<file path="src/rtl/ibcs_pkg.sv">
// Package: constants and types for the instruction bus cycle sequencer
package ibcs_pkg;

   // Instruction classes the core hands to the sequencer
   typedef enum logic [3:0] {
      IBCS_OP_REG      = 4'h0,  // One-word register op, next fetch only
      IBCS_OP_IMM16    = 4'h1,  // Word op with 16-bit immediate
      IBCS_OP_IMM32    = 4'h2,  // Longword op with 32-bit immediate
      IBCS_OP_AND_L    = 4'h3,  // Longword register AND
      IBCS_OP_AND_INTO_CONTROL_REGISTER_EXT = 4'h4,  // Immediate AND into extended control reg
      IBCS_OP_AND_INTO_CONTROL_REGISTER_CC  = 4'h5,  // Immediate AND into condition code reg
      IBCS_OP_BIT_IND  = 4'h6,  // Bit test, register indirect
      IBCS_OP_BIT_A8   = 4'h7,  // Bit test, 8-bit absolute
      IBCS_OP_BIT_A16  = 4'h8,  // Bit test, 16-bit absolute
      IBCS_OP_BIT_A32  = 4'h9,  // Bit test, 32-bit absolute
      IBCS_OP_BR8      = 4'hA,  // Branch, 8-bit displacement
      IBCS_OP_BR16     = 4'hB   // Branch, 16-bit displacement
   } ibcs_op_t;

   // Bus cycle kinds
   typedef enum logic [1:0] {
      IBCS_RD_BYTE = 2'h0,
      IBCS_RD_WORD = 2'h1,
      IBCS_WR_BYTE = 2'h2,
      IBCS_WR_WORD = 2'h3
   } ibcs_kind_t;

   localparam int          IBCS_ADDR_W     = 24;
   localparam logic [23:0] IBCS_WORD_STEP  = 24'h00_0002;
   localparam logic [23:0] IBCS_RESET_ADDR = 24'h00_0000;
   localparam logic [2:0]  IBCS_IDLE_STATES = 3'h1;

endpackage

</file>
<file path="src/rtl/ibcs_seq.sv">
// Top: sequences the bus cycles issued while executing one instruction
//
// Behaviour
// - Every issued cycle is a byte or word read.
// - A locked cycle holds mastership into the next cycle; no handover.
// - Extension words are fetched at sequential word addresses after the opcode.
// - The last fetch of every non-branch instruction reads the next instruction address; a branch ends on its ea read.
// - Register add, extended add, byte logic: one read at next address.
// - 16-bit immediate word op: read second word, then next address.
// - 32-bit immediate long op: read second, third word, then next address.
// - Longword register AND: second word then next; long add one read.
// - AND into extended control reg: two reads; condition code reg: one.
// - Indirect or 8-bit bit test: second word, byte at ea, locked next.
// - 16/32-bit absolute bit test adds third, fourth word before byte read.
// - 8-bit branch: read next address, then read at effective address.
// - Never-taken branch issues the same two reads as a taken one.
// - 16-bit branch: second word, one internal state, then ea read.
`timescale 1ns/1ps
`default_nettype none

module ibcs_seq (
   input  wire logic        core_clk,     // System clock, 100 MHz
   input  wire logic        rst_n,        // Async reset, active low
   input  wire logic        start,        // Begin an instruction, one-cycle pulse
   input  wire logic [3:0]  op_class,     // Instruction class
   input  wire logic [23:0] start_addr,   // Address of the opcode word
   input  wire logic [23:0] effective_address, // Operand or branch target
   input  wire logic        cycle_done,   // Memory ends the current cycle
   input  wire logic        bus_req,      // Other master asks for the bus
   output logic             busy,         // Instruction in progress
   output logic             cyc_valid,    // Bus cycle requested
   output logic [1:0]       cyc_kind,     // Byte/word read/write
   output logic [23:0]      cyc_addr,     // Cycle address
   output logic             cyc_lock,     // Cycle locked
   output logic             internal_op,  // Internal state, no bus access
   output logic             bus_grant,    // Bus handed to the other master
   output logic             instr_done    // Instruction finished, pulse
);

   // ****************************************
   // State
   // ****************************************
   typedef enum logic [1:0] {IBCS_IDLE, IBCS_BUS, IBCS_INT, IBCS_GRANT} ibcs_state_t;

   ibcs_state_t state, next_state;
   logic [3:0]  op, next_op;
   logic [2:0]  idx, next_idx;
   logic [23:0] ext_addr, next_ext_addr;
   logic [23:0] nxt_addr, next_nxt_addr;
   logic [23:0] ea, next_ea;
   logic        next_busy, next_cyc_valid, next_cyc_lock, next_internal_op;
   logic        next_bus_grant, next_instr_done, held_lock, next_held_lock;
   logic [1:0]  next_cyc_kind;
   logic [23:0] next_cyc_addr;

   logic [3:0]  dec_op;
   logic [2:0]  dec_idx;
   logic        s_act, s_idle, s_lock;
   logic [1:0]  s_src;
   logic [1:0]  c_src;
   logic        c_last;

   // Step being finished; a shared decoder would loop through its own index
   ibcs_step u_step_cur (
      .op   (op),
      .idx  (idx),
      .act  (),
      .idle (),
      .src  (c_src),
      .lock (),
      .last (c_last)
   );

   // Step to issue next
   ibcs_step u_step (
      .op   (dec_op),
      .idx  (dec_idx),
      .act  (s_act),
      .idle (s_idle),
      .src  (s_src),
      .lock (s_lock),
      .last ()
   );

   always_comb begin
      dec_op  = (state == IBCS_IDLE) ? op_class : op;
      dec_idx = (state == IBCS_IDLE) ? 3'd0 : idx + 3'd1;
   end

   function automatic logic [23:0] pick_addr(input logic [1:0] s, input logic [23:0] e,
                                              input logic [23:0] a, input logic [23:0] n);
      pick_addr = (s == 2'd0) ? e : (s == 2'd1) ? a : n;
   endfunction

   // Fetch lengths: register op and condition code AND are one word; other immediates, longword AND and bit ops longer
   function automatic logic [23:0] next_of(input logic [3:0] o, input logic [23:0] a);
      logic [2:0] words;
      words = 3'd1;
      unique case (ibcs_pkg::ibcs_op_t'(o))
         ibcs_pkg::IBCS_OP_IMM16, ibcs_pkg::IBCS_OP_AND_L, ibcs_pkg::IBCS_OP_AND_INTO_CONTROL_REGISTER_EXT,
         ibcs_pkg::IBCS_OP_BIT_IND, ibcs_pkg::IBCS_OP_BIT_A8, ibcs_pkg::IBCS_OP_BR16: words = 3'd2;
         ibcs_pkg::IBCS_OP_IMM32, ibcs_pkg::IBCS_OP_BIT_A16: words = 3'd3;
         ibcs_pkg::IBCS_OP_BIT_A32: words = 3'd4;
         default: words = 3'd1;
      endcase
      next_of = a + {20'h0_0000, words, 1'b0};
   endfunction

   // ****************************************
   // Next state
   // ****************************************
   always_comb begin
      next_state       = state;
      next_op          = op;
      next_idx         = idx;
      next_ext_addr    = ext_addr;
      next_nxt_addr    = nxt_addr;
      next_ea          = ea;
      next_busy        = busy;
      next_cyc_valid   = cyc_valid;
      next_cyc_kind    = cyc_kind;
      next_cyc_addr    = cyc_addr;
      next_cyc_lock    = cyc_lock;
      next_internal_op = 1'b0;
      next_bus_grant   = 1'b0;
      next_instr_done  = 1'b0;
      next_held_lock   = held_lock;
      unique case (state)
         IBCS_IDLE: begin
            if (start) begin
               next_op       = op_class;
               next_idx      = 3'd0;
               next_ea       = effective_address;
               next_nxt_addr = next_of(op_class, start_addr);
               next_ext_addr = start_addr + ibcs_pkg::IBCS_WORD_STEP;
               next_busy     = 1'b1;
               next_cyc_valid = 1'b1;
               // Only reads are issued by the listed classes
               next_cyc_kind = ibcs_pkg::IBCS_RD_WORD;
               next_cyc_lock = s_lock;
               next_cyc_addr = pick_addr(s_src, start_addr + ibcs_pkg::IBCS_WORD_STEP,
                                         effective_address, next_of(op_class, start_addr));
               next_state    = IBCS_BUS;
            end else if (bus_req && !held_lock) begin
               next_bus_grant = 1'b1;
               next_state     = IBCS_GRANT;
            end
         end
         IBCS_GRANT: begin
            next_bus_grant = bus_req;
            if (!bus_req) begin
               next_state = IBCS_IDLE;
            end
         end
         IBCS_INT, IBCS_BUS: begin
            // Memory sets the state count per cycle; this only waits for done
            if (state == IBCS_INT || cycle_done) begin
               next_held_lock = (state == IBCS_BUS) ? cyc_lock : held_lock;
               if (state == IBCS_BUS && c_src == 2'd0) begin
                  next_ext_addr = ext_addr + ibcs_pkg::IBCS_WORD_STEP;
               end
               if (c_last) begin
                  // Final fetch was the next-address read, or the ea read for a branch
                  next_cyc_valid  = 1'b0;
                  next_cyc_lock   = 1'b0;
                  next_busy       = 1'b0;
                  next_instr_done = 1'b1;
                  next_state      = IBCS_IDLE;
               end else begin
                  next_idx = idx + 3'd1;
                  next_cyc_addr = pick_addr(s_src, (state == IBCS_BUS && c_src == 2'd0) ?
                                            ext_addr + ibcs_pkg::IBCS_WORD_STEP : ext_addr, ea, nxt_addr);
                  // Bit test operand byte read, then locked next read
                  next_cyc_kind = (s_src == 2'd1 && op >= ibcs_pkg::IBCS_OP_BIT_IND &&
                                   op <= ibcs_pkg::IBCS_OP_BIT_A32) ?
                                  ibcs_pkg::IBCS_RD_BYTE : ibcs_pkg::IBCS_RD_WORD;
                  next_cyc_lock    = s_lock;
                  next_cyc_valid   = s_act;
                  next_internal_op = s_idle;
                  next_state       = s_idle ? IBCS_INT : IBCS_BUS;
               end
            end
         end
      endcase
      if (state == IBCS_IDLE && !start && held_lock) begin
         next_held_lock = 1'b0;
      end
   end

   // ****************************************
   // Registers
   // ****************************************
   always_ff @(posedge core_clk or negedge rst_n) begin
      if (!rst_n) begin
         state       <= IBCS_IDLE;
         op          <= 4'h0;
         idx         <= 3'h0;
         ext_addr    <= ibcs_pkg::IBCS_RESET_ADDR;
         nxt_addr    <= ibcs_pkg::IBCS_RESET_ADDR;
         ea          <= ibcs_pkg::IBCS_RESET_ADDR;
         busy        <= 1'b0;
         cyc_valid   <= 1'b0;
         cyc_kind    <= ibcs_pkg::IBCS_RD_WORD;
         cyc_addr    <= ibcs_pkg::IBCS_RESET_ADDR;
         cyc_lock    <= 1'b0;
         internal_op <= 1'b0;
         bus_grant   <= 1'b0;
         instr_done  <= 1'b0;
         held_lock   <= 1'b0;
      end else begin
         state       <= next_state;
         op          <= next_op;
         idx         <= next_idx;
         ext_addr    <= next_ext_addr;
         nxt_addr    <= next_nxt_addr;
         ea          <= next_ea;
         busy        <= next_busy;
         cyc_valid   <= next_cyc_valid;
         cyc_kind    <= next_cyc_kind;
         cyc_addr    <= next_cyc_addr;
         cyc_lock    <= next_cyc_lock;
         internal_op <= next_internal_op;
         bus_grant   <= next_bus_grant;
         instr_done  <= next_instr_done;
         held_lock   <= next_held_lock;
      end
   end

   // ****************************************
   // Checks
   // ****************************************
   chk_lock_no_grant: assert property (@(posedge core_clk) disable iff (!rst_n)
      (cyc_valid && cyc_lock && cycle_done) |=> !bus_grant)
      else $error("grant right after locked cycle");
   chk_done_after_next: assert property (@(posedge core_clk) disable iff (!rst_n)
      instr_done |-> $past(cyc_valid) && $past(cyc_kind) == 2'h1 &&
         $past(cyc_addr) == ((op == ibcs_pkg::IBCS_OP_BR8 || op == ibcs_pkg::IBCS_OP_BR16) ? ea : nxt_addr))
      else $error("instruction did not end on next-address word read");
   chk_lock_is_word: assert property (@(posedge core_clk) disable iff (!rst_n)
      (cyc_valid && cyc_lock) |-> cyc_kind == 2'h1 && cyc_addr == nxt_addr)
      else $error("locked cycle not a word read of next address");
   chk_internal_no_bus: assert property (@(posedge core_clk) disable iff (!rst_n)
      internal_op |-> !cyc_valid ##1 cyc_valid && cyc_addr == ea)
      else $error("internal state misplaced");
   chk_read_only: assert property (@(posedge core_clk) disable iff (!rst_n)
      cyc_valid |-> cyc_kind inside {2'h0, 2'h1})
      else $error("unexpected cycle kind");
   chk_reg_one_cycle: assert property (@(posedge core_clk) disable iff (!rst_n)
      (cyc_valid && cycle_done && op == ibcs_pkg::IBCS_OP_REG) |=> instr_done && !cyc_valid)
      else $error("register op took more than one cycle");
   chk_byte_at_ea: assert property (@(posedge core_clk) disable iff (!rst_n)
      (cyc_valid && cyc_kind == 2'h0) |-> cyc_addr == ea)
      else $error("byte read not at effective address");
   chk_br8_order: assert property (@(posedge core_clk) disable iff (!rst_n)
      (start && state == IBCS_IDLE && op_class == 4'hA) |=> cyc_addr == nxt_addr && cyc_kind == 2'h1)
      else $error("short branch did not fetch next first");

endmodule

`default_nettype wire

</file>
<file path="src/rtl/ibcs_step.sv">
// Step decoder: bus action of one step of an instruction class
`timescale 1ns/1ps
`default_nettype none

module ibcs_step (
   input  wire logic [3:0] op,         // Instruction class
   input  wire logic [2:0] idx,        // Step index
   output logic            act,        // Step issues a bus cycle
   output logic            idle,       // Step is an internal state
   output logic [1:0]      src,        // 0 ext word, 1 ea, 2 next
   output logic            lock,       // Cycle is locked
   output logic            last        // Final step
);

   logic [2:0] n_ext;

   always_comb begin
      // Extension words before the operand byte of a bit test
      n_ext = (op == ibcs_pkg::IBCS_OP_BIT_A16) ? 3'd2 :
              (op == ibcs_pkg::IBCS_OP_BIT_A32) ? 3'd3 : 3'd1;
      act  = 1'b1;
      idle = 1'b0;
      src  = 2'd2;
      lock = 1'b0;
      last = 1'b0;
      unique case (ibcs_pkg::ibcs_op_t'(op))
         ibcs_pkg::IBCS_OP_IMM16, ibcs_pkg::IBCS_OP_AND_L, ibcs_pkg::IBCS_OP_AND_INTO_CONTROL_REGISTER_EXT: begin
            src  = (idx == 3'd0) ? 2'd0 : 2'd2;
            last = (idx == 3'd1);
         end
         ibcs_pkg::IBCS_OP_IMM32: begin
            src  = (idx < 3'd2) ? 2'd0 : 2'd2;
            last = (idx == 3'd2);
         end
         ibcs_pkg::IBCS_OP_BIT_IND, ibcs_pkg::IBCS_OP_BIT_A8,
         ibcs_pkg::IBCS_OP_BIT_A16, ibcs_pkg::IBCS_OP_BIT_A32: begin
            src  = (idx < n_ext) ? 2'd0 : (idx == n_ext) ? 2'd1 : 2'd2;
            lock = (idx == n_ext + 3'd1);
            last = (idx == n_ext + 3'd1);
         end
         ibcs_pkg::IBCS_OP_BR8: begin
            src  = (idx == 3'd0) ? 2'd2 : 2'd1;
            last = (idx == 3'd1);
         end
         ibcs_pkg::IBCS_OP_BR16: begin
            src  = (idx == 3'd0) ? 2'd0 : 2'd1;
            act  = (idx != 3'd1);
            idle = (idx == 3'd1);
            last = (idx == 3'd2);
         end
         default: begin
            last = 1'b1;
         end
      endcase
   end

endmodule

`default_nettype wire

</file>
<file path="config.mk">
export PLATFORM = sky130hd
export DESIGN_NAME = ibcs_seq
export DESIGN_NICKNAME = d
export VERILOG_FILES = /design/src/rtl/ibcs_pkg.sv /design/src/rtl/ibcs_seq.sv /design/src/rtl/ibcs_step.sv
export SDC_FILE = /design/constraint.sdc
export NUM_CORES = 1
export LEC_CHECK = 0
export BUFFER_PORTS_ARGS = -buffer_cell sky130_fd_sc_hd__buf_2
export CAP_MARGIN = 20
export CORE_MARGIN = 4
export CORE_UTILIZATION = 46
export DETAILED_ROUTE_END_ITERATION = 7
export PLACE_DENSITY = 0.65
export SYNTH_ARGS = -nofsm -noshare
export SYNTH_HDL_FRONTEND = slang
export SYNTH_SLANG_ARGS = --single-unit
</file>
<file path="constraint.sdc">
create_clock -name core_clk -period 6.5 [get_ports core_clk]
set_clock_uncertainty 0.1 [all_clocks]
set_input_delay 1.625 -clock core_clk [delete_from_list [all_inputs] [get_ports core_clk]]
set_output_delay 1.625 -clock core_clk [all_outputs]
set_load 0.02 [all_outputs]
</file>
* Yosys cells after proc, flatten, opt, wreduce, memory -nomap -nowiden
Memory sizes are Yosys's and may differ from the RTL's.
Cells that the tools add are included.
** Word-level totals
- ROM bits :: 96
- Memories kept :: 2
- Output and inout bits :: 32
- Bits in registers :: 114
- Input bits :: 57
- Word-level logic and storage cells :: 179
** Cells by class
- Order comparisons :: 6
- Reduce and logical (&&, ||, !) cells :: 31
- Equality and inequality tests :: 38
- Multiplexer cells :: 80
- Add/sub/neg operators :: 7
** Memories
- (name not given) :: depth 16, width 3, rd ports 1, clocked after memory_dff 0, wr ports 0, RTL line ibcs_seq.sv:99 : unique case (ibcs_pkg::ibcs_op_t'(o))
- (name not given) :: depth 16, width 3, rd ports 1, clocked after memory_dff 0, wr ports 0, RTL line ibcs_seq.sv:99
** Operator list (count)
- $mux 24 :: 10
- $pmux 24 s2 :: 2
- $add 24x2->24 const B :: 2
- $add 24x4->24 :: 2
- $mux 2 :: 21
- $eq 4x4->1 const B :: 8
- $mux 3 :: 10
- $mux 1 :: 26
- $eq 4x3->1 const B :: 6
- $pmux 2 s5 :: 2
- $eq 4x2->1 const B :: 4
- $eq 3x3->1 :: 4
- $reduce_or 4->1 :: 3
- $ne 2x2->1 const B :: 5
- $add 3x1->3 const B :: 3
- $reduce_and 3->1 :: 3
- $eq 4x1->1 const B :: 2
- $pmux 1 s2 :: 4
- $reduce_and 4->1 :: 2
- $reduce_bool 2->1 :: 4
- $eq 3x1->1 const B :: 2
- $logic_and 1x1->1 :: 6
- $logic_not 2->1 :: 3
- $logic_not 3->1 :: 2
- 19 further kinds :: 26

* Longest topological paths before layout
Gate-level depths: netlist of the first run.
- Depth after elaboration :: 16
- Mapped depth :: 16
- Mapped depth without buffers :: 15

* By module
From an unflattened synthesis of the first run, not the netlist that was laid out.
** Unflattened totals
- Cells, all modules :: 918
- Area total of the unflattened synthesis :: 8027.7 um^2
** Modules (own cells, without submodules)
- ibcs_seq :: cells each 812, sequential area each 2829.0 um^2, area each 7282.0 um^2, instances 1
- ibcs_step at u_step_cur :: cells each 55, sequential area each 0.0 um^2, area each 395.4 um^2, instances 1
- ibcs_step at u_step :: cells each 51, sequential area each 0.0 um^2, area each 350.3 um^2, instances 1

* Least setup slack after synthesis of the first run
OpenSTA, ideal clock, no wires.
- Path type :: input port to flip-flop
- Start :: in op_class[2]
- End :: reg cyc_addr[14]
- Setup time :: 0.126 ns
- Arrival :: 4.062 ns
- Buffers on the path :: 4
- Path slack :: 2.211 ns
- Cell stages on the path :: 13
- Required time :: 6.274 ns
- Path through :: buf_2 nor3b_1 a21o_1 inv_1 ha_1 nor2b_1 o221a_2 or3_1 buf_2 buf_2 buf_2 a211oi_1 a21oi_1
** On the way
- Longest elaborated chain between the ends :: 14
- Elaborated cells between the ends (all ways) :: 34
- Those cells by class :: add/sub: 1; order compare: 1; eq/ne: 12; mux: 16; reduce/logical: 3; memory: 1
** RTL lines
- start: declaration :: RTL line ibcs_seq.sv:25 : input wire logic [3:0] op_class,
- parallel branches: the longest is 13 deep, another holds $add 24x4->24
- $pmux 24 s2 (*) :: RTL line ibcs_seq.sv:128 : unique case (state)
- end signal: assignment :: RTL line ibcs_seq.sv:204 : cyc_addr <= ibcs_pkg::IBCS_RESET_ADDR;
- end signal: assignment :: RTL line ibcs_seq.sv:220 : cyc_addr <= next_cyc_addr;
- end: declaration :: RTL line ibcs_seq.sv:33 : output logic [23:0] cyc_addr,
Every way passes the cells marked *. The select of a mux whose other input is x is not followed.
A chain may end at the register's enable or synchronous reset.

* Worst setup path in the final report of the first run
- Start :: in op_class[3]
- End :: reg cyc_addr[20]
The elaborated chain is that of the path after synthesis.

==> impl_results.html, run 1 <==
<table>
<tr><th>Metric</th><th>Value</th></tr>
<tr><th colspan="2">CTS</th></tr>
<tr><td>Clock tree from TritonCTS</td><td>built</td></tr>
<tr><td>Worst-case clock buffer depth</td><td>2</td></tr>
<tr><td>Total setup buffers inserted after CTS</td><td>0</td></tr>
<tr><td>Number of instances resized during post-cts repair</td><td>0</td></tr>
<tr><td>Clk Latency, worst-skew pair</td><td>0.42 ns</td></tr>
<tr><td>CTS Buf Count</td><td>17</td></tr>
<tr><td>Clock input transition at the sequential cells of the worst setup and hold paths</td><td>0.05 ns</td></tr>
<tr><td>Root cell of the clock tree</td><td>sky130_fd_sc_hd__clkbuf_16</td></tr>
<tr><td>Cts-stage hold buffer count</td><td>0</td></tr>
<tr><td>Clock sink total</td><td>113</td></tr>
<tr><td>Maximum level of the CTS H-tree</td><td>4</td></tr>
<tr><th colspan="2">Job</th></tr>
<tr><td>Reported max-cap violation count</td><td>0</td></tr>
<tr><th colspan="2">Yosys</th></tr>
<tr><td>Cell accounting for the most synthesized area</td><td>sky130_fd_sc_hd__dfrtp_1</td></tr>
<tr><td>Post-Syn Nets</td><td>954</td></tr>
<tr><td>Number of synthesized register bits</td><td>between 100 and 150</td></tr>
<tr><td>Syn avg cell area</td><td>8.95 um2</td></tr>
<tr><td>Number of enable-type register cells in the synthesized netlist</td><td>0</td></tr>
<tr><td>Mapped Cells</td><td>874</td></tr>
<tr><td>Async S/R FF share, synth</td><td>1.00</td></tr>
<tr><td>Most common library cells after synthesis</td><td>sky130_fd_sc_hd__dfrtp_1, sky130_fd_sc_hd__nand2_1, sky130_fd_sc_hd__nor2_1, sky130_fd_sc_hd__o21ai_0, sky130_fd_sc_hd__clkbuf_1</td></tr>
<tr><td>Flip-flop cell with the highest count after synthesis</td><td>sky130_fd_sc_hd__dfrtp_1</td></tr>
<tr><td>Dominant cells by area after synthesis</td><td>sky130_fd_sc_hd__dfrtp_1, sky130_fd_sc_hd__mux2_2, sky130_fd_sc_hd__nand2_1</td></tr>
<tr><td>Sequential element share of the synthesized area</td><td>0.362</td></tr>
<tr><td>Share of Yosys cell area claimed by the top area cell type</td><td>0.358</td></tr>
<tr><td>Number of unique standard cell types used by synthesis</td><td>80</td></tr>
<tr><td>Most frequent cell after synthesis</td><td>sky130_fd_sc_hd__dfrtp_1</td></tr>
<tr><td>Number of warnings issued by yosys</td><td>0</td></tr>
<tr><td>Synthesized cell area</td><td>slightly below 8000 um2</td></tr>
<tr><th colspan="2">Routing</th></tr>
<tr><td>Vias after detailed routing</td><td>6819</td></tr>
<tr><td>Via density per instance</td><td>5.90</td></tr>
<tr><td>Initial DRC count</td><td>618</td></tr>
<tr><td>Wire length reported by the detailed router</td><td>22.9 mm</td></tr>
<tr><td>Number of DRC violations after detailed routing</td><td>0</td></tr>
<tr><td>Routed len/inst</td><td>19.8 um</td></tr>
<tr><td>First-pass iteration count of the detailed router</td><td>6</td></tr>
<tr><td>Count of nets left with antenna violations after detail routing</td><td>0</td></tr>
<tr><th colspan="2">Setup path</th></tr>
<tr><td>Capturing element type of the critical path</td><td>register</td></tr>
<tr><td>Crit Reg-Reg Endpoint</td><td>cyc_addr[15]$_DFFE_PN0P_</td></tr>
<tr><td>Worst setup path class</td><td>in2reg</td></tr>
<tr><td>Reg2Reg Setup Slack</td><td>2.18 ns</td></tr>
<tr><td>R2R Path Start</td><td>state[0]$_DFFE_PN0P_</td></tr>
<tr><td>Arr. time, crit path</td><td>around 4.7 ns</td></tr>
<tr><td>Highest net fanout along the worst path</td><td>14</td></tr>
<tr><td>Setup crit end</td><td>cyc_addr[20]$_DFFE_PN0P_</td></tr>
<tr><td>CP Launch Point</td><td>op_class[3]</td></tr>
<tr><td>Worst endpoint required time</td><td>6.75 ns</td></tr>
<tr><td>Number of cell instances on the worst register-to-register path</td><td>11</td></tr>
<tr><td>Critical Path Start Type</td><td>input port</td></tr>
<tr><th colspan="2">STA</th></tr>
<tr><td>Worst slew margin relative to its limit</td><td>0.413</td></tr>
<tr><td>Crit share post-route</td><td>0.687</td></tr>
<tr><td>Max-slew violation count</td><td>0</td></tr>
<tr><td>RSZ-0062 raised after global routing</td><td>false</td></tr>
<tr><td>Tmin final</td><td>4.47 ns</td></tr>
<tr><td>Total count of hold-check failures in the final report</td><td>0</td></tr>
<tr><td>Post-layout worst setup margin</td><td>around 2.0 ns</td></tr>
<tr><td>Peak clock frequency supported by timing</td><td>224 MHz</td></tr>
<tr><td>Total Negative Setup Slacks</td><td>0 ns</td></tr>
<tr><td>Final setup violation count</td><td>0</td></tr>
<tr><td>Pin slew with the least headroom to its limit</td><td>0.880 ns</td></tr>
<tr><th colspan="2">Die</th></tr>
<tr><td>Core box area</td><td>16600 um2</td></tr>
<tr><td>Total I/O pin count</td><td>89</td></tr>
<tr><td>Starting utilization of the core area</td><td>0.470</td></tr>
<tr><td>Total die area</td><td>19200 um2</td></tr>
<tr><td># rows</td><td>47</td></tr>
<tr><td>Horizontal die dimension</td><td>138 um</td></tr>
<tr><td>Die boundary height</td><td>138 um</td></tr>
<tr><th colspan="2">Placement</th></tr>
<tr><td>Final Wtd Congestion</td><td>0.928</td></tr>
<tr><td>Count of port buffers added during placement</td><td>87</td></tr>
<tr><td>Worst-case setup slack after placement</td><td>1.67 ns</td></tr>
<tr><td>Area after DPL</td><td>8290 um2</td></tr>
<tr><td>Sum of net half-perimeters after detailed placement</td><td>16.1 mm</td></tr>
<tr><th colspan="2">Finish</th></tr>
<tr><td>Fraction of layout cells with a size suffix above 1</td><td>0.201</td></tr>
<tr><td>Layout-stage area growth over the synthesis result</td><td>14.6%</td></tr>
<tr><td>Fill count</td><td>1585</td></tr>
<tr><td>Diode count</td><td>0</td></tr>
<tr><td>Final cell area excluding filler cells</td><td>around 9000 um2</td></tr>
<tr><td>Net count, final</td><td>between 1000 and 1500</td></tr>
<tr><th colspan="2">Global routing</th></tr>
<tr><td>Combined global-route utilization of all metal layers</td><td>0.242</td></tr>
<tr><td>Initial antenna violation count</td><td>1</td></tr>
<tr><td>Pin count of the biggest net entering global routing</td><td>75</td></tr>
<tr><td>Global-route congestion overflow total</td><td>0</td></tr>
<tr><td>Wire length of the first global-routing pass</td><td>37.5 mm</td></tr>
<tr><td>Vias in the first global route</td><td>between 6000 and 7000</td></tr>
<tr><th colspan="2">Status</th></tr>
<tr><td>Run status</td><td>finished clean</td></tr>
<tr><th colspan="2">Power and ir drop</th></tr>
<tr><td>Leakage power of the design</td><td>around 3.8 nW</td></tr>
<tr><td>Final Total Pwr</td><td>5.74 mW</td></tr>
<tr><td>Worst IR Drop VDD</td><td>369 uV</td></tr>
<tr><td>Power per unit of standard cell area</td><td>641 nW/um2</td></tr>
<tr><th colspan="2">Hold path</th></tr>
<tr><td>WHS Path Cells</td><td>2</td></tr>
<tr><td>Worst hold path type</td><td>reg2reg</td></tr>
</table>
[state kept, by name, summed over array words and instances (netlist names)]
signal and flops:
bus_grant 1, busy 1, cyc_addr 24, cyc_kind 1, cyc_lock 1, cyc_valid 1, ea 24, ext_addr 24
held_lock 1, idx 3, instr_done 1, internal_op 1, nxt_addr 24, op 4, state 2
[where the power goes]
part	internal, mW	switching [mW]	total (mW)
Combinational	1.26	2.05	3.31
Clock	0.707	0.331	1.04
Sequential	1.08	0.317	1.39
[cell families after synthesis]
group / count (synthesis) / share of synthesized area
mux: 59 / 0.0827
other cells: 1 / 0.000479
fa+ha+maj: 23 / 0.0377
simple gates: 315 / 0.200
buf+inv: 86 / 0.0520
compound gates: 213 / 0.192
flops: 113 / 0.362
xor+xnor: 64 / 0.0740
[critical path, stage by stage]
cell and delay (ns):
sky130_fd_sc_hd__buf_2 0.18, sky130_fd_sc_hd__nor3b_1 0.37, sky130_fd_sc_hd__a21o_1 0.19, sky130_fd_sc_hd__inv_1 0.05, sky130_fd_sc_hd__ha_1 0.29, sky130_fd_sc_hd__nor2b_1 0.14
sky130_fd_sc_hd__o221a_2 0.25, sky130_fd_sc_hd__or4_1 0.84, sky130_fd_sc_hd__a211oi_1 0.54, sky130_fd_sc_hd__o32a_1 0.23
[layout make-up]
class,count,area (um2),area share
clock buffers,21,470,0.0525
clock inverters,10,181,0.0202
inverters,19,71.3,0.00796
multi-input cells,675,4610,0.514
flip-flops and latches,113,2830,0.316
well taps,220,275,0.0307
repair buffers,97,526,0.0586
[placed cells by master (no fill, tap or decap), types with 15 or more instances in the layout]
cell type,netlist,layout
sky130_fd_sc_hd__mux2i_1,23,23
sky130_fd_sc_hd__nand2_1,97,96
sky130_fd_sc_hd__inv_1,18,18
sky130_fd_sc_hd__clkbuf_16,0,17
sky130_fd_sc_hd__nand4_1,22,22
sky130_fd_sc_hd__mux2_2,35,35
sky130_fd_sc_hd__o21ai_0,50,50
sky130_fd_sc_hd__nor3_1,15,15
sky130_fd_sc_hd__buf_2,16,86
sky130_fd_sc_hd__xnor2_1,25,25
sky130_fd_sc_hd__a31oi_1,17,17
sky130_fd_sc_hd__a211oi_1,21,21
sky130_fd_sc_hd__nand3_1,29,29
sky130_fd_sc_hd__xor2_1,38,38
sky130_fd_sc_hd__ha_1,22,21
sky130_fd_sc_hd__nor2_1,78,78
sky130_fd_sc_hd__a21oi_1,29,29
sky130_fd_sc_hd__dfrtp_1,112,112
sky130_fd_sc_hd__a21o_1,15,15
[worst min path at each step]
stage / start / end / slack [ns]
after detailed placement: busy$_DFFE_PN0P_ / busy$_DFFE_PN0P_ / 0.37
final: busy$_DFFE_PN0P_ / busy$_DFFE_PN0P_ / 0.37
after global routing: nxt_addr[6]$_DFFE_PN0P_ / nxt_addr[6]$_DFFE_PN0P_ / 0.40
after CTS: busy$_DFFE_PN0P_ / busy$_DFFE_PN0P_ / 0.38
after floorplan: nxt_addr[20]$_DFFE_PN0P_ / nxt_addr[20]$_DFFE_PN0P_ / 0.34
after global placement: nxt_addr[10]$_DFFE_PN0P_ / nxt_addr[10]$_DFFE_PN0P_ / 0.36
[per-stage QoR]
stage / util / cells / hold WS (ns)
detailed placement: 0.498 / 1123 / 0.367
global placement: 0.498 / 1123 / 0.363
global route: 0.539 / 1155 / 0.398
CTS: 0.537 / 1154 / 0.380
finish: 0.539 / 1155 / 0.371
floorplan: - / 874 / 0.342
[routing by layer]
metal	global-route usage	vias to the layer above	share of wire
li1	-	3281	-
met1	0.353	3290	0.47
met2	0.362	214	0.45
met3	0.0604	32	0.068
met4	0.0603	2	0.017
met5	0	-	0.00061
(Power assumes the default switching activity.)
==> run 2, diff against run 1 <==
==> constraint.sdc (replaced) <==
create_clock -name core_clk -period 4.37 [get_ports core_clk]
set_clock_uncertainty 0.1 [all_clocks]
set_input_delay 1.0925 -clock core_clk [delete_from_list [all_inputs] [get_ports core_clk]]
set_output_delay 1.0925 -clock core_clk [all_outputs]
set_load 0.02 [all_outputs]
==> impl_results.html, run 2 (synthesis results as in run 1) <==
<table>
<tr><th>Metric</th><th>Value</th></tr>
<tr><th colspan="2">Status</th></tr>
<tr><td>Run status</td><td>finished clean</td></tr>
<tr><th colspan="2">STA</th></tr>
<tr><td>Total Negative Setup Slacks</td><td>0 ns (unchanged)</td></tr>
<tr><td>Crit share post-route</td><td>0.859</td></tr>
<tr><td>Pin slew with the least headroom to its limit</td><td>0.836 ns (-0.0443 ns)</td></tr>
<tr><td>Max-slew violation count</td><td>0 (unchanged)</td></tr>
<tr><td>Total count of hold-check failures in the final report</td><td>0 (unchanged)</td></tr>
<tr><td>Final setup violation count</td><td>0 (unchanged)</td></tr>
<tr><td>Peak clock frequency supported by timing</td><td>266 MHz</td></tr>
<tr><td>RSZ-0062 raised after global routing</td><td>false</td></tr>
<tr><td>Worst slew margin relative to its limit</td><td>0.443 (+0.0296)</td></tr>
<tr><td>Tmin final</td><td>3.75 ns</td></tr>
<tr><td>Smallest hold slack</td><td>0.380 ns (+0.00949 ns)</td></tr>
<tr><td>Post-layout worst setup margin</td><td>0.617 ns (-1.41 ns)</td></tr>
<tr><th colspan="2">Global routing</th></tr>
<tr><td>Met3 routing resource usage after global routing</td><td>0.0552 (-0.00518)</td></tr>
<tr><td>Grt met1 use</td><td>0.359 (+0.00631)</td></tr>
<tr><td>Combined global-route utilization of all metal layers</td><td>0.242 (-0.000404)</td></tr>
<tr><td>Most heavily used metal layer in global routing</td><td>met1</td></tr>
<tr><td>Vias in the first global route</td><td>6773 (+1.6%)</td></tr>
<tr><td>Wire length of the first global-routing pass</td><td>37.3 mm (-0.28%)</td></tr>
<tr><td>Initial antenna violation count</td><td>0 (-1)</td></tr>
<tr><td>Fraction of met2 tracks used by global routing</td><td>0.353 (-0.00899)</td></tr>
<tr><td>Global-route congestion overflow total</td><td>0 (unchanged)</td></tr>
<tr><td>Pin count of the biggest net entering global routing</td><td>75 (unchanged)</td></tr>
<tr><th colspan="2">Setup path</th></tr>
<tr><td>Worst setup path class</td><td>in2reg</td></tr>
<tr><td>Number of cell instances on the worst register-to-register path</td><td>12 (+1)</td></tr>
<tr><td>Worst endpoint required time</td><td>4.52 ns (-2.23 ns)</td></tr>
<tr><td>Critical Path Start Type</td><td>input port</td></tr>
<tr><td>Arr. time, crit path</td><td>3.91 ns (-0.81 ns)</td></tr>
<tr><td>Highest net fanout along the worst path</td><td>7 (-7)</td></tr>
<tr><td>Capturing element type of the critical path</td><td>register</td></tr>
<tr><th colspan="2">Placement</th></tr>
<tr><td>Worst-case setup slack after placement</td><td>0.208 ns (-1.46 ns)</td></tr>
<tr><td>Final Wtd Congestion</td><td>0.966 (+4.1%)</td></tr>
<tr><td>Sum of net half-perimeters after detailed placement</td><td>16.3 mm (+1.1%)</td></tr>
<tr><td>Number of placed cells counting well taps</td><td>1138 (+1.3%)</td></tr>
<tr><td>Count of port buffers added during placement</td><td>87 (unchanged)</td></tr>
<tr><td>Area after DPL</td><td>8420 um2 (+1.5%)</td></tr>
<tr><th colspan="2">Routing</th></tr>
<tr><td>Wire length reported by the detailed router</td><td>23.0 mm (+0.70%)</td></tr>
<tr><td>Count of nets left with antenna violations after detail routing</td><td>0 (unchanged)</td></tr>
<tr><td>Initial DRC count</td><td>548 (-11%)</td></tr>
<tr><td>Via density per instance</td><td>6.01 (+1.8%)</td></tr>
<tr><td>First-pass iteration count of the detailed router</td><td>7 (+1)</td></tr>
<tr><td>Number of DRC violations after detailed routing</td><td>0 (unchanged)</td></tr>
<tr><td>Vias after detailed routing</td><td>7031 (+3.1%)</td></tr>
<tr><td>Routed len/inst</td><td>19.7 um (-0.59%)</td></tr>
<tr><th colspan="2">Die</th></tr>
<tr><td>Core box area</td><td>16600 um2 (unchanged)</td></tr>
<tr><td>Total I/O pin count</td><td>89 (unchanged)</td></tr>
<tr><td># rows</td><td>47 (unchanged)</td></tr>
<tr><td>Horizontal die dimension</td><td>138 um (unchanged)</td></tr>
<tr><td>Die boundary height</td><td>138 um (unchanged)</td></tr>
<tr><td>Total die area</td><td>19200 um2 (unchanged)</td></tr>
<tr><td>Starting utilization of the core area</td><td>0.470 (unchanged)</td></tr>
<tr><th colspan="2">Finish</th></tr>
<tr><td>Final Non-Filler Cells</td><td>1170 (+1.3%)</td></tr>
<tr><td>Layout-stage area growth over the synthesis result</td><td>15.6%</td></tr>
<tr><td>Fraction of layout cells with a size suffix above 1</td><td>0.214 (+0.0126)</td></tr>
<tr><td>Commonest cells after routing, fill and taps aside</td><td>sky130_fd_sc_hd__dfrtp_1, sky130_fd_sc_hd__nand2_1, sky130_fd_sc_hd__buf_2</td></tr>
<tr><td>Net count, final</td><td>1017 (+1.4%)</td></tr>
<tr><td>Diode count</td><td>0 (unchanged)</td></tr>
<tr><td>Final cell area excluding filler cells</td><td>9050 um2 (+0.92%)</td></tr>
<tr><td>Post-layout util</td><td>0.544 (+0.00496)</td></tr>
<tr><td>Most frequent standard cell in the layout excluding fill and tap cells</td><td>sky130_fd_sc_hd__dfrtp_1</td></tr>
<tr><th colspan="2">CTS</th></tr>
<tr><td>Clock tree from TritonCTS</td><td>built</td></tr>
<tr><td>Clock sink total</td><td>113 (unchanged)</td></tr>
<tr><td>Clk Latency, worst-skew pair</td><td>0.42 ns (about the same)</td></tr>
<tr><td>Number of instances resized during post-cts repair</td><td>0 (unchanged)</td></tr>
<tr><td>Worst-case clock buffer depth</td><td>2 (unchanged)</td></tr>
<tr><td>CTS Buf Count</td><td>17 (unchanged)</td></tr>
<tr><td>Clock input transition at the sequential cells of the worst setup and hold paths</td><td>0.06 ns (about the same)</td></tr>
<tr><td>Cts-stage hold buffer count</td><td>0 (unchanged)</td></tr>
<tr><td>Total setup buffers inserted after CTS</td><td>0 (unchanged)</td></tr>
<tr><td>Maximum level of the CTS H-tree</td><td>4 (unchanged)</td></tr>
<tr><td>Root cell of the clock tree</td><td>sky130_fd_sc_hd__clkbuf_16</td></tr>
<tr><th colspan="2">Power and ir drop</th></tr>
<tr><td>Power per unit of standard cell area</td><td>943 nW/um2 (+47%)</td></tr>
<tr><td>Leakage power of the design</td><td>3.86 nW (+1.2%)</td></tr>
<tr><td>Worst IR Drop VDD</td><td>543 uV (+47%)</td></tr>
<tr><td>Final Total Pwr</td><td>8.53 mW (+49%)</td></tr>
<tr><th colspan="2">Job</th></tr>
<tr><td>Reported max-cap violation count</td><td>0 (unchanged)</td></tr>
<tr><th colspan="2">Hold path</th></tr>
<tr><td>WHS Path Cells</td><td>2 (unchanged)</td></tr>
<tr><td>Worst hold path type</td><td>reg2reg</td></tr>
</table>
## run 2: cell type report
class / instances / area (um2)
Tap cell: 220 / 275
Inverter: 19 / 71.3
Fill cell: 1577 / 7600
Timing Repair Buffer: 111 / 631
Multi-Input combinational cell: 675 / 4610
Sequential cell: 113 / 2830
Clock inverter: 13 / 186
Clock buffer: 19 / 443
## run 2: critical path, cell delays in order
cell and delay [ns]:
sky130_fd_sc_hd__buf_2 0.15, sky130_fd_sc_hd__inv_1 0.11, sky130_fd_sc_hd__ha_1 0.29, sky130_fd_sc_hd__mux2_2 0.26
sky130_fd_sc_hd__o22ai_1 0.22, sky130_fd_sc_hd__inv_1 0.10, sky130_fd_sc_hd__fa_1 0.43, sky130_fd_sc_hd__nor2b_1 0.23
sky130_fd_sc_hd__o211ai_1 0.18, sky130_fd_sc_hd__buf_4 0.19, sky130_fd_sc_hd__nor2_1 0.12, sky130_fd_sc_hd__xnor2_1 0.18
sky130_fd_sc_hd__a2bb2oi_1 0.23, sky130_fd_sc_hd__a31oi_1 0.11
## run 2: layer usage
metal  routed length, um  vias to the layer above
met4                 506                        0
met3                1600                       47
li1                    -                     3302
met5                   0                        -
met1               10800                     3421
met2               10100                      261
## run 2: where the power goes
| group | switching [mW] | internal (mW) |
|---|---|---|
| combinational | 3.13 | 1.91 |
| sequential | 0.393 | 1.60 |
| clock | 0.529 | 0.968 |
| total | 4.05 | 4.48 |
## run 2: path summary, 6_finish.rpt
| path | from | end | slack, ns |
|---|---|---|---|
| max in group asynchronous | rst_n | cyc_kind[0]$_DFFE_PN1P_ | 2.73 |
| min in group asynchronous | rst_n | ea[23]$_DFFE_PN0P_ | 0.61 |
| worst max-delay path | op_class[0] | cyc_addr[13]$_DFFE_PN0P_ | 0.62 |
| worst min register to register | busy$_DFFE_PN0P_ | busy$_DFFE_PN0P_ | 0.38 |
| worst min-delay path | busy$_DFFE_PN0P_ | busy$_DFFE_PN0P_ | 0.38 |
| worst max register to register | state[0]$_DFFE_PN0P_ | cyc_addr[20]$_DFFE_PN0P_ | 0.67 |
